==> src/hw/qdac_regs.vh <==
// constants for the quad converter serial control block
// assumes inclusion by hw/qdac_ctrl.v only
`ifndef QDAC_REGS_VH
`define QDAC_REGS_VH
`define QDAC_WORD_W 16
`define QDAC_CODE_W 10
`define QDAC_CMD_HI 15
`define QDAC_CMD_LO 12
`define QDAC_DATA_HI 11
`define QDAC_DATA_LO 2
`define QDAC_CMD_NOP 4'h0
`define QDAC_CMD_UPDATE 4'h4
`define QDAC_CMD_LOAD_ALL 4'h8
`define QDAC_CMD_SHUTDOWN 4'hc
`define QDAC_CMD_UPO_LOW 4'h2
`define QDAC_CMD_UPO_HIGH 4'h6
`define QDAC_CMD_MODE1 4'he
`define QDAC_CMD_MODE0 4'ha
`define QDAC_CODE_RESET 10'h000
`define QDAC_SHIFT_RESET 16'h0000
`define QDAC_PIN_IDLE 3'h2
`endif

==> src/hw/qdac_ctrl.v <==
// serial control logic of a quad 10-bit converter
// assumes serial pins asynchronous to i_core_clk, serial clock well below core clock / 4
// pins are sampled, so a frame costs a few core clocks of latency at its end
// no frame-length check: the last sixteen bits before deselect are the word
`timescale 1ns/1ps
`include "qdac_regs.vh"
module qdac_ctrl #(
    parameter CODE_W = `QDAC_CODE_W
) (
    // clock and reset
    input wire i_core_clk,
    input wire i_rst_n,
    // serial pins
    input wire i_cs_n,
    input wire i_sclk,
    input wire i_din,
    output reg o_dout_ff,
    // control pins
    input wire i_clear_all_n,
    input wire i_shutdown_lockout_n,
    output reg o_user_logic_output_ff,
    // converter codes and state
    output reg [4*CODE_W-1:0] o_dac_code_ff,
    output reg o_shutdown_ff
);
    reg [2:0] sync_ff;
    reg [2:0] sync2_ff;
    reg [1:0] clr_ff;
    reg [1:0] lock_ff;
    reg sclk_d_ff;
    reg cs_d_ff;
    reg [`QDAC_WORD_W-1:0] shift_ff;
    reg edge_mode_ff;
    reg [4*CODE_W-1:0] in_reg_ff;
    wire sclk_s = sync2_ff[0];
    wire cs_s = sync2_ff[1];
    wire din_s = sync2_ff[2];
    wire clr_n = clr_ff[1];
    wire lock_n = lock_ff[1];
    wire sclk_rise = sclk_s & ~sclk_d_ff;
    wire sclk_fall = ~sclk_s & sclk_d_ff;
    wire cs_rise = cs_s & ~cs_d_ff;
    wire [3:0] cmd = shift_ff[`QDAC_CMD_HI:`QDAC_CMD_LO];
    wire [CODE_W-1:0] data = shift_ff[`QDAC_DATA_HI:`QDAC_DATA_LO];
    wire [1:0] chan = cmd[3:2];
    localparam CHANS = 4;
    // serial pins: sync resets to idle levels so no false edge follows reset
    always @(posedge i_core_clk or negedge i_rst_n) begin
        if (!i_rst_n) begin
            sync_ff <= `QDAC_PIN_IDLE;
            sync2_ff <= `QDAC_PIN_IDLE;
        end else begin
            sync_ff <= {i_din, i_cs_n, i_sclk};
            sync2_ff <= sync_ff;
        end
    end
    // clear pin; resets low so clear also acts just after reset
    always @(posedge i_core_clk or negedge i_rst_n) begin
        if (!i_rst_n) begin
            clr_ff <= 2'h0;
        end else begin
            clr_ff <= {clr_ff[0], i_clear_all_n};
        end
    end
    // lockout pin
    always @(posedge i_core_clk or negedge i_rst_n) begin
        if (!i_rst_n) begin
            lock_ff <= 2'h0;
        end else begin
            lock_ff <= {lock_ff[0], i_shutdown_lockout_n};
        end
    end
    // frame-end decode shared by all channels
    wire cmd_load_all = (cmd == `QDAC_CMD_LOAD_ALL);
    wire cmd_load_upd = (cmd[1:0] == 2'h3);
    wire cmd_load_in = cmd[0];
    // mode codes refresh every converter as well
    wire cmd_update_all = cmd_load_upd || (cmd == `QDAC_CMD_UPDATE) ||
        (cmd == `QDAC_CMD_MODE1) || (cmd == `QDAC_CMD_MODE0);
    genvar g;
    generate
        for (g = 0; g < CHANS; g = g + 1) begin : g_chan
            reg [CODE_W-1:0] nxt_in;
            reg [CODE_W-1:0] nxt_code;
            wire own_chan = (chan == g);
            always @* begin
                nxt_in = in_reg_ff[g*CODE_W +: CODE_W];
                nxt_code = o_dac_code_ff[g*CODE_W +: CODE_W];
                if (!clr_n) begin
                    nxt_in = `QDAC_CODE_RESET;
                    nxt_code = `QDAC_CODE_RESET;
                end else if (cs_rise) begin
                    // input registers untouched by shutdown
                    if (cmd_load_in && own_chan) begin
                        nxt_in = data;
                    end else if (cmd_load_all) begin
                        nxt_in = data;
                    end
                    if (cmd_load_all) begin
                        nxt_code = data;
                    end else if (cmd_load_upd && own_chan) begin
                        // own channel takes new data, not stale input
                        nxt_code = data;
                    end else if (cmd_update_all) begin
                        nxt_code = in_reg_ff[g*CODE_W +: CODE_W];
                    end
                end
            end
            always @(posedge i_core_clk or negedge i_rst_n) begin
                if (!i_rst_n) begin
                    in_reg_ff[g*CODE_W +: CODE_W] <= `QDAC_CODE_RESET;
                    o_dac_code_ff[g*CODE_W +: CODE_W] <= `QDAC_CODE_RESET;
                end else begin
                    in_reg_ff[g*CODE_W +: CODE_W] <= nxt_in;
                    o_dac_code_ff[g*CODE_W +: CODE_W] <= nxt_code;
                end
            end
        end
    endgenerate
    reg [`QDAC_WORD_W-1:0] nxt_shift;
    reg nxt_dout;
    reg nxt_edge_mode;
    reg nxt_user_out;
    reg nxt_shutdown;
    // echo edge follows the programmed output mode; mode 0 means falling edge
    wire echo_edge = edge_mode_ff ? sclk_rise : sclk_fall;
    // edge detectors start at the idle pin levels
    always @(posedge i_core_clk or negedge i_rst_n) begin
        if (!i_rst_n) begin
            sclk_d_ff <= 1'b0;
            cs_d_ff <= 1'b1;
        end else begin
            sclk_d_ff <= sclk_s;
            cs_d_ff <= cs_s;
        end
    end
    // shift register, frozen while deselected
    always @* begin
        nxt_shift = shift_ff;
        if (!clr_n) begin
            nxt_shift = `QDAC_SHIFT_RESET;
        end else if (!cs_s && sclk_rise) begin
            nxt_shift = {shift_ff[`QDAC_WORD_W-2:0], din_s};
        end
    end
    // echo of the msb, also frozen while deselected
    always @* begin
        nxt_dout = o_dout_ff;
        if (!clr_n) begin
            nxt_dout = 1'b0;
        end else if (!cs_s && echo_edge) begin
            nxt_dout = shift_ff[`QDAC_WORD_W-1];
        end
    end
    // mode, user output and shutdown change only at frame end or clear
    always @* begin
        nxt_edge_mode = edge_mode_ff;
        nxt_user_out = o_user_logic_output_ff;
        nxt_shutdown = o_shutdown_ff;
        if (!clr_n) begin
            nxt_edge_mode = 1'b0;
            nxt_user_out = 1'b0;
            nxt_shutdown = 1'b0;
        end else if (cs_rise) begin
            case (cmd)
                `QDAC_CMD_SHUTDOWN: begin
                    if (lock_n) begin
                        nxt_shutdown = 1'b1;
                    end
                end
                `QDAC_CMD_UPDATE, `QDAC_CMD_LOAD_ALL: begin
                    nxt_shutdown = 1'b0;
                end
                `QDAC_CMD_UPO_LOW: begin
                    nxt_user_out = 1'b0;
                end
                `QDAC_CMD_UPO_HIGH: begin
                    nxt_user_out = 1'b1;
                end
                `QDAC_CMD_MODE1: begin
                    nxt_edge_mode = 1'b1;
                end
                `QDAC_CMD_MODE0: begin
                    nxt_edge_mode = 1'b0;
                end
                default: begin
                    if (cmd_load_upd) begin
                        nxt_shutdown = 1'b0;
                    end
                end
            endcase
        end
    end
    // serial state registers
    always @(posedge i_core_clk or negedge i_rst_n) begin
        if (!i_rst_n) begin
            shift_ff <= `QDAC_SHIFT_RESET;
            o_dout_ff <= 1'b0;
        end else begin
            shift_ff <= nxt_shift;
            o_dout_ff <= nxt_dout;
        end
    end
    // mode and user output registers
    always @(posedge i_core_clk or negedge i_rst_n) begin
        if (!i_rst_n) begin
            edge_mode_ff <= 1'b0;
            o_user_logic_output_ff <= 1'b0;
        end else begin
            edge_mode_ff <= nxt_edge_mode;
            o_user_logic_output_ff <= nxt_user_out;
        end
    end
    // shutdown register; setting it leaves the converter codes unchanged
    always @(posedge i_core_clk or negedge i_rst_n) begin
        if (!i_rst_n) begin
            o_shutdown_ff <= 1'b0;
        end else begin
            o_shutdown_ff <= nxt_shutdown;
        end
    end
endmodule

==> config.mk <==
export PLATFORM = sky130hd
export DESIGN_NAME = qdac_ctrl
export DESIGN_NICKNAME = d
export VERILOG_FILES = /design/src/hw/qdac_ctrl.v
export VERILOG_INCLUDE_DIRS = /design/src /design/src/hw
export SDC_FILE = /design/constraint.sdc
export NUM_CORES = 1
export LEC_CHECK = 0
export ABC_AREA = 1
export CAP_MARGIN = 15
export CORE_UTILIZATION = 26
export DETAILED_ROUTE_END_ITERATION = 6
export DONT_BUFFER_PORTS = 1
export SETUP_SLACK_MARGIN = 0.1
export SLEW_MARGIN = 20
export SYNTH_ARGS = -nofsm -noshare
export SYNTH_HDL_FRONTEND = slang
export SYNTH_SLANG_ARGS = --single-unit
==> constraint.sdc <==
create_clock -name i_core_clk -period 1.9 [get_ports i_core_clk]
set_clock_uncertainty 0.2 [all_clocks]
set_input_delay 0.38 -clock i_core_clk [delete_from_list [all_inputs] [get_ports i_core_clk]]
set_output_delay 0.38 -clock i_core_clk [all_outputs]
set_load 0.05 [all_outputs]
# Word level (Yosys, flattened, before mapping)
# Cells that the tools add are included.
# W data, S select, Z words.
dict set report totals {
  inputBits 7
  regBits 112
  out_inout_bits 43
  word_cells 129
}
dict set report classes {
  n_bitwise 6
  reduce_logical 28
  eq_ne 27
  muxes 49
}
# cell n
set ops {}
lappend ops {{$mux W10} 33}
lappend ops {{$mux W16} 2}
lappend ops {{$ne A4 B1 Y1 const B} 5}
lappend ops {{$reduce_and A2 Y1} 10}
lappend ops {{$ne A3 B1 Y1 const B} 6}
lappend ops {{$eq A4 B4 Y1 const B} 4}
lappend ops {{$mux W1} 11}
lappend ops {{$logic_and A1 B1 Y1} 10}
lappend ops {{$eq A4 B3 Y1 const B} 2}
lappend ops {{$eq A2 B2 Y1 const B} 3}
lappend ops {{$ne A2 B1 Y1 const B} 3}
lappend ops {{$eq A4 B2 Y1 const B} 1}
lappend ops {{$pmux W1 S2} 2}
lappend ops {{$reduce_and A4 Y1} 1}
lappend ops {{$reduce_or A4 Y1} 1}
lappend ops {{$and A1 B1 Y1} 3}
lappend ops {{$logic_or A1 B1 Y1} 3}
lappend ops {{$ne A3 B3 Y1 const B} 1}
lappend ops {{$not A1 Y1} 3}
lappend ops {{$pmux W1 S3} 1}
lappend ops {{$eq A2 B1 Y1 const B} 1}
lappend ops {{$logic_not A2 Y1} 1}
lappend ops {{$ne A2 B2 Y1 const B} 1}
lappend ops {{$reduce_or A2 Y1} 1}
lappend ops {{$logic_not A1 Y1} 1}

# Longest topological paths before layout
# Gate-level depths: netlist of the first run.
dict set report logic_depth {
  ltp_word 9
  ltp_mapped 10
  depth_no_buf 9
}

# Least setup slack after synthesis of the first run
# OpenSTA, ideal clock, no wires.
dict set report synth_timing {
  kind {flip-flop to flip-flop}
  start {register sync2_ff[1]}
  end {register o_dac_code_ff[21]}
  setup_ns 0.120
  slack_ns 0.208
  synth_period_minus_slack_ns 1.692
  arrival_time_ns 1.372
  required_time_ns 1.580
  n_path_buf 1
  stages_incl_launch_ff 9
  cell_sequence {dfstp_2 > inv_1 > nor2_1 > inv_1 > nand2_1 > nand2_4 > buf_4 > nand2_1 > o21ai_2}
}
dict set report synth_via {
  elab_chain_len 3
}
# item line_no
set synth_lines {}
lappend synth_lines {{start: declaration} qdac_ctrl.v:27} ;# reg [2:0] sync2_ff;
lappend synth_lines {{start signal: assignment} qdac_ctrl.v:51} ;# sync2_ff <= `QDAC_PIN_IDLE;
lappend synth_lines {{start signal: assignment} qdac_ctrl.v:54} ;# sync2_ff <= sync_ff;
lappend synth_lines {{$and A1 B1 Y1} qdac_ctrl.v:42} ;# wire cs_rise = cs_s & ~cs_d_ff;
lappend synth_lines {{$ne A2 B1 Y1 (no line)} n/a}
lappend synth_lines {{$reduce_and A2 Y1 (no line)} n/a}
lappend synth_lines {{end signal: indexed assignment} qdac_ctrl.v:112} ;# o_dac_code_ff[g*CODE_W +: CODE_W] <= `QDAC_CODE_RESET;
lappend synth_lines {{end signal: indexed assignment} qdac_ctrl.v:115} ;# o_dac_code_ff[g*CODE_W +: CODE_W] <= nxt_code;
lappend synth_lines {{end: declaration} qdac_ctrl.v:23} ;# output reg [4*CODE_W-1:0] o_dac_code_ff,
# No other way between the ends.
# A chain may end at the register's enable or synchronous reset.

# Worst setup path in the final report of the first run
dict set report layout_timing {
  start {register shift_ff[12]}
  end {register o_dac_code_ff[19]}
}
dict set report layout_via {
  elab_chain_len 6
  elab_cells_between_ends 15
  cone_classes {eq/ne (6); mux (4); reduce/logical (5)}
}
# item line_no
set layout_lines {}
lappend layout_lines {{start: declaration} qdac_ctrl.v:32} ;# reg [`QDAC_WORD_W-1:0] shift_ff;
lappend layout_lines {{start signal: assignment} qdac_ctrl.v:197} ;# shift_ff <= `QDAC_SHIFT_RESET;
lappend layout_lines {{start signal: assignment} qdac_ctrl.v:200} ;# shift_ff <= nxt_shift;
lappend layout_lines {{$eq A4 B3 Y1 or $eq A2 B2 Y1 (tied branches)} n/a}
lappend layout_lines {{$logic_or A1 B1 Y1 or $logic_and A1 B1 Y1 (tied branches)} {qdac_ctrl.v:78, qdac_ctrl.v:101}}
lappend layout_lines {{$logic_or A1 B1 Y1 or $mux W10 (tied branches)} {qdac_ctrl.v:78, qdac_ctrl.v:101}}
lappend layout_lines {{$logic_or A1 B1 Y1 or $mux W10 (tied branches)} {qdac_ctrl.v:78, qdac_ctrl.v:99}}
lappend layout_lines {{$ne A4 B1 Y1 (no line) or $mux W10 (tied branches)} n/a}
lappend layout_lines {{$reduce_and A2 Y1 (no line) or $mux W10 (tied branches)} n/a}
# Several ways; a longest one is shown, not always the timed one. The select of a mux whose other input is x is not followed.

==> run_results.csv, run 1 <==
group,metric,value,unit
clocking,clk_latency,0.36,ns
yosys,synth_area_leader_cell,"dfrtp_1",
clocking,cts_made_buffers,9,
routing,drt_iter0_drc,328,
setup_path,critPathLaunch,"shift_ff[12]",
finish,fillCellCount,1991,
grt,grt_antenna_before_repair,0,
yosys,ys_types,24,
setup_path,rr_endpoint,"o_dac_code_ff[19]",
finish,multi_input_area,2000,um^2
yosys,synth_area_leaders,"dfrtp_1 54%, nand2_1 14%, nand3_1 8.0%",
clocking,cts_tree,"done",
routing,num_vias,4017,
finish,n_antenna_cell,0,
routing,wl,13700,um
clocking,hold_buffers,5,
power,p_per_area,746,nW/um^2
power,ir_drop,432,uV
grt,grt_usage,13.4,%
yosys,synth_fp_nets,601,
timing,fin_tns_setup,0,ns
worst_hold_path,hold_class,"in -> async",
finish,layout_common_cells,"174 x nand2_1, 107 x dfrtp_1, 80 x nand3_1, 43 x inv_1, 36 x buf_4",
timing,maxSlewViolCount,0,
timing,tightest_slew,0.537,ns
setup_path,critPathRequiredTime,1.95,ns
routing,firstDrtPassIters,4,
floorplanning,core_area,18900,um^2
placed_design,hpwl,8790,um
placed_design,port_buffers,0,
yosys,synth-seq-area-share,55.3,%
job,drv_cap,0,
floorplanning,die_area,20100,um^2
yosys,avgSynthCellArea,8.54,um^2
setup_path,r2r_cells,11,
floorplanning,ios,50,
grt,grt_pass1_vias,3585,
timing,setup_violations,0,
setup_path,end_kind,"flip-flop",
grt,overflow,0,
clocking,root_buffer,"clkbuf_16",
timing,timing.final.crit_share,92.7,%
finish,fin_nets,634,
timing,rsz0062_at_grt,"true",
grt,grt_first_pass_wirelength,20400,um
timing,finalHoldViolCount,112,
setup_path,endpoint,"o_dac_code_ff[19]",
finish,areaGrowthSynthToFinish,23.6,%
floorplanning,fp.dieH,142,um
clocking,clk_pin_slew,0.07,ns
clocking,clockBufferDepth,2,
placed_design,gp_congestion,0.840,
finish,drive_above_1_share,17.7,%
yosys,yosys_warnings,0,
status,violations,"negative hold slack",
floorplanning,initial_utilization,26.9,%
yosys,synth_seq_cells,112,
setup_path,cp.arrival,1.81,ns
setup_path,start_kind,"flip-flop",
floorplanning,die_x,142,um
routing,viasPerCell,4.51,
yosys,synth_area,5070,um^2
timing,finalCriticalPeriod,1.76,ns
status,status,"finished with violations",
yosys,synth_top_area_share,53.8,%
yosys,postSynthCellCount,594,
timing,maxSlewHeadroom,64.2,%
routing,drc,0,
timing,whs,-0.478,ns
timing,fmax,568,MHz
setup_path,critPathKind,"reg -> reg",
clocking,clock-sinks,112,
setup_path,cp_max_fo,8,
power,p_leak,0.00295,uW
finish,regArea,2810,um^2
setup_path,r2r_slack,0.14,ns
floorplanning,rows,50,
grt,grt_start_max_net_pins,113,
routing,drtAntennaViolNets,0,
routing,wl_per_cell,15.4,um
clocking,h-tree-depth,3,
setup_path,r2r_start,"shift_ff[12]",
finish,final_common_cell,"nand2_1",
-- registers in the layout, summed over array words and instances, names as in the netlist --
name and flops:
lock_ff 2, clr_ff 2, in_reg_ff 40, sync_ff 3
sclk_d_ff 1, sync2_ff 3, o_dac_code_ff 40, shift_ff 16
o_user_logic_output_ff 1, edge_mode_ff 1, o_shutdown_ff 1, o_dout_ff 1
cs_d_ff 1
-- power by group --
part	leakage, uW	switching (uW)	internal, uW
sequential	0.00153	22.1	2400
combinational	0.00128	146	121
clock	0.000147	945	1040
-- cells in the mapped netlist --
cell and instances:
dfstp_2 3, o21ai_0 37, inv_1 45, nand3b_1 30
nor2_4 1, o211ai_1 1, nand2_1 190, nor4_1 2
buf_6 4, buf_2 14, nand2_2 3, nor3_1 1
o21ai_1 30, nor2_1 9, nand2_4 1, buf_4 4
o21ai_2 10, dfrtp_1 109, a21oi_2 1, inv_2 2
a21oi_1 2, nand3_1 81, o31ai_1 2, clkbuf_1 12
-- layer usage --
| metal | vias up | GRT usage [%] | part of all wire (%) |
|---|---|---|---|
| met5 | - | 0 | 0 |
| met4 | 0 | 4.02 | 2.0 |
| met3 | 15 | 3.95 | 5.2 |
| met2 | 98 | 20.3 | 45 |
| met1 | 1906 | 18.4 | 48 |
| li1 | 1998 | - | - |
-- logic make-up (layout without fill, tap and decap cells) --
logic type / after synthesis / in the layout / share of synthesized area [%]
compound gates: 83 / 83 / 9.15
buf+inv: 81 / 118 / 7.23
flops: 112 / 112 / 55.3
simple gates: 318 / 318 / 28.3
-- worst min-delay path by stage --
stage | endpoint | depth (start not counted)
global route | sync_ff[2] | 0
finish | sync_ff[2] | 0
global placement | o_dac_code_ff[27] | 0
detailed placement | clr_ff[0] | 0
floorplan | clr_ff[0] | 0
CTS | clr_ff[0] | 0
-- metrics by stage --
| stage | instance area, um^2 | power, uW | cells | setup WS (ns) | util (%) |
|---|---|---|---|---|---|
| 2_1_floorplan | 5070 | 2590 | 594 | 0.208 | - |
| 3_3_place_gp | 5530 | 2640 | 852 | 0.0572 | 29.2 |
| 3_5_place_dp | 5530 | 2640 | 852 | 0.0436 | 29.2 |
| 4_1_cts | 5900 | 4650 | 872 | 0.0828 | 31.2 |
| 5_1_grt | 6270 | 4840 | 891 | 0.0594 | 33.2 |
| 6_report | 6270 | 4680 | 891 | 0.138 | 33.2 |
-- critical path: stages, from the launching register on --
cell       delay (ns)
dfrtp_1          0.41
buf_6            0.15
inv_8            0.07
nand3_4          0.07
nand2_1          0.06
nand2_1          0.07
nand2_2          0.11
nand2_8          0.07
buf_12           0.15
clkbuf_16        0.16
nand2_1          0.06
o21ai_1          0.07
-- cell type report --
type	count	area share, %
Clock inverter	6	1.26
Sequential cell	112	44.8
Timing Repair Buffer	56	10.2
Multi-Input combinational cell	401	31.9
Clock buffer	9	3.59
Inverter	47	3.01
Tap cell	260	5.19
-- repair_timing --
action                                  in CTS  in global routing
cloned                                       0                  7
pin swaps                                    0                  4
hold endpoints to repair                   117                112
gates resized for setup                      6                 37
setup buffers                                0                 12
endpoints found under the setup margin      61                 63
Note: power is estimated with default switching activity, not from simulation.
==> inputs of run 2 (changes only) <==
--- a/config.mk
+++ b/config.mk
@@ -11,6 +11,8 @@
 export CORE_UTILIZATION = 26
 export DETAILED_ROUTE_END_ITERATION = 6
 export DONT_BUFFER_PORTS = 1
+export HOLD_SLACK_MARGIN = 0.06
+export RECOVER_POWER = 25
 export SETUP_SLACK_MARGIN = 0.1
 export SLEW_MARGIN = 20
 export SYNTH_ARGS = -nofsm -noshare
==> constraint.sdc (replaced) <==
create_clock -name i_core_clk -period 1.45 [get_ports i_core_clk]
set_clock_uncertainty 0.2 [all_clocks]
set_input_delay 0.29 -clock i_core_clk [delete_from_list [all_inputs] [get_ports i_core_clk]]
set_output_delay 0.29 -clock i_core_clk [all_outputs]
set_load 0.05 [all_outputs]
==> run 2 against run 1 <==
Against the previous run: design area increased by 14%; global-route usage increased by 0.71 points; critical endpoint is now o_dac_code_ff[35]; largest power group unchanged; wire length increased by 6.9%; die area unchanged; total power increased by 32%; the flow finishes with violations (negative hold slack, negative setup slack); worst hold slack got worse by 0.10 ns.
==> run_results.csv, run 2 (synthesis gave the netlist of run 1 again) <==
group,metric,value,unit
finish,drive_above_1_share,41.2,%
routing,wl,14700,um
job,drv_cap,0,
timing,setup_slack,-0.264,ns
grt,grt_pass1_vias,3926,
status,status,"finished with violations",
finish,layout_common_cells,"143 x nand2_1, 68 x dfrtp_1, 66 x nand3_1, 61 x buf_4, 41 x dfrtp_2",
clocking,clk_latency,0.36,ns
clocking,clk_pin_slew,0.08,ns
timing,maxSlewHeadroom,75.0,%
setup_path,start_kind,"flip-flop",
setup_path,r2r_cells,7,
timing,tightest_slew,0.372,ns
grt,grt_start_max_net_pins,113,
routing,viasPerCell,4.64,
power,ir_drop,525,uV
timing,fmax,584,MHz
placed_design,gp_congestion,0.833,
power,power.share.combinational,7.8,%
finish,final_area,7130,um^2
clocking,cts_tree,"done",
timing,setup_violations,82,
power,switching_power,1460,uW
finish,fin_nets,685,
routing,num_vias,4368,
setup_path,critPathRequiredTime,1.49,ns
grt,grt_first_pass_wirelength,21500,um
power,p_leak,0.00326,uW
finish,areaGrowthSynthToFinish,40.5,%
floorplanning,rows,50,
clocking,hold_buffers,5,
placed_design,port_buffers,0,
power,seqPwrFrac,51.2,%
timing,finalHoldViolCount,112,
setup_path,r2r_start,"shift_ff[15]",
worst_hold_path,hold_class,"in -> async",
timing,maxSlewViolCount,0,
setup_path,critPathKind,"reg -> reg",
placed_design,placed_area,5810,um^2
timing,whs,-0.579,ns
timing,rsz0062_at_grt,"true",
status,violations,"negative hold slack, negative setup slack",
placed_design,hpwl,8920,um
timing,fin_tns_setup,-17.49,ns
power,p_clk_share,41.1,%
setup_path,cp_max_fo,14,
floorplanning,fp.dieH,142,um
routing,firstDrtPassIters,5,
setup_path,cp.arrival,1.76,ns
floorplanning,die_x,142,um
setup_path,rr_endpoint,"o_dac_code_ff[35]",
power,p_per_area,866,nW/um^2
clocking,h-tree-depth,3,
clocking,clock-sinks,112,
setup_path,endpoint,"o_dac_code_ff[35]",
grt,grt_antenna_before_repair,0,
setup_path,r2r_slack,-0.26,ns
routing,drtAntennaViolNets,0,
routing,drc,0,
clocking,clockBufferDepth,2,
timing,timing.final.crit_share,118,%
floorplanning,ios,50,
grt,grt_usage,14.1,%
clocking,root_buffer,"clkbuf_16",
floorplanning,core_area,18900,um^2
timing,finalCriticalPeriod,1.71,ns
finish,n_antenna_cell,0,
clocking,cts_made_buffers,9,
setup_path,end_kind,"flip-flop",
power,power.share.switching,23.7,%
grt,overflow,0,
power,internal_power,4710,uW
floorplanning,initial_utilization,26.9,%
routing,drt_iter0_drc,293,
finish,final_common_cell,"nand2_1",
setup_path,critPathLaunch,"shift_ff[15]",
finish,top_regs,"in_reg_ff x40, o_dac_code_ff x40, shift_ff x16",
floorplanning,die_area,20100,um^2
routing,wl_per_cell,15.6,um
==> run 2: layout make-up <==
cell class	count	area (um^2)
clock buffers	10	229
clock inverters	5	63.8
fillers	1901	11800
inverters	47	184
multi-input cells	404	2380
flip-flops and latches	112	2860
well taps	260	325
repair buffers	104	1090
==> run 2: per-layer routing <==
layer / global-route usage, % / wire (um)
met1: 18.7 / 6540
met4: 3.23 / 229
met5: 0 / 0
met3: 4.25 / 902
met2: 22.6 / 7000
==> run 2: how the worst min path moves through the flow <==
stage,endpoint,slack (ns),cells after the start
3_5_place_dp,clr_ff[0],-0.20,0
2_1_floorplan,clr_ff[0],-0.21,0
4_1_cts,clr_ff[0],-0.59,0
5_1_grt,o_dac_code_ff[39],-0.61,0
6_report,o_dac_code_ff[39],-0.58,0
3_3_place_gp,clr_ff[0],-0.20,0
==> run 2: stage by stage <==
| stage | utilization (%) | cells | setup slack [ns] | power, uW |
|---|---|---|---|---|
| final | 37.7 | 942 | -0.264 | 6180 |
| after global routing | 37.7 | 942 | -0.351 | 6400 |
| after CTS | 34.5 | 918 | -0.221 | 6150 |
| after detailed placement | 30.8 | 887 | -0.297 | 3500 |
| after global placement | 30.8 | 887 | -0.277 | 3500 |
| after floorplan | - | 594 | -0.0508 | 3410 |
==> run 2: worst max-delay path, cell delays in order (launching register included) <==
cell	delay [ns]
dfrtp_2	0.44
inv_4	0.09
nor2_4	0.07
a21oi_4	0.22
nand2_4	0.12
nand2_8	0.17
clkbuf_16	0.19
o21ai_1	0.08
==> run 2: timing repair <==
item / 4_1_cts / 5_1_grt
cloned: 5 / 9
gates resized for setup: 103 / 115
endpoints found under the setup margin: 142 / 143
setup buffers: 7 / 15
hold endpoints to repair: 117 / 112
pin swaps: 5 / 23
==> run 2: power by group through the flow <==
stage	clock network, uW	registers, uW	logic (uW)
3_3_place_gp	0	3220	280
4_1_cts	2620	3160	369
2_1_floorplan	0	3230	182
5_1_grt	2730	3160	507
6_report	2540	3160	481
3_5_place_dp	0	3220	280
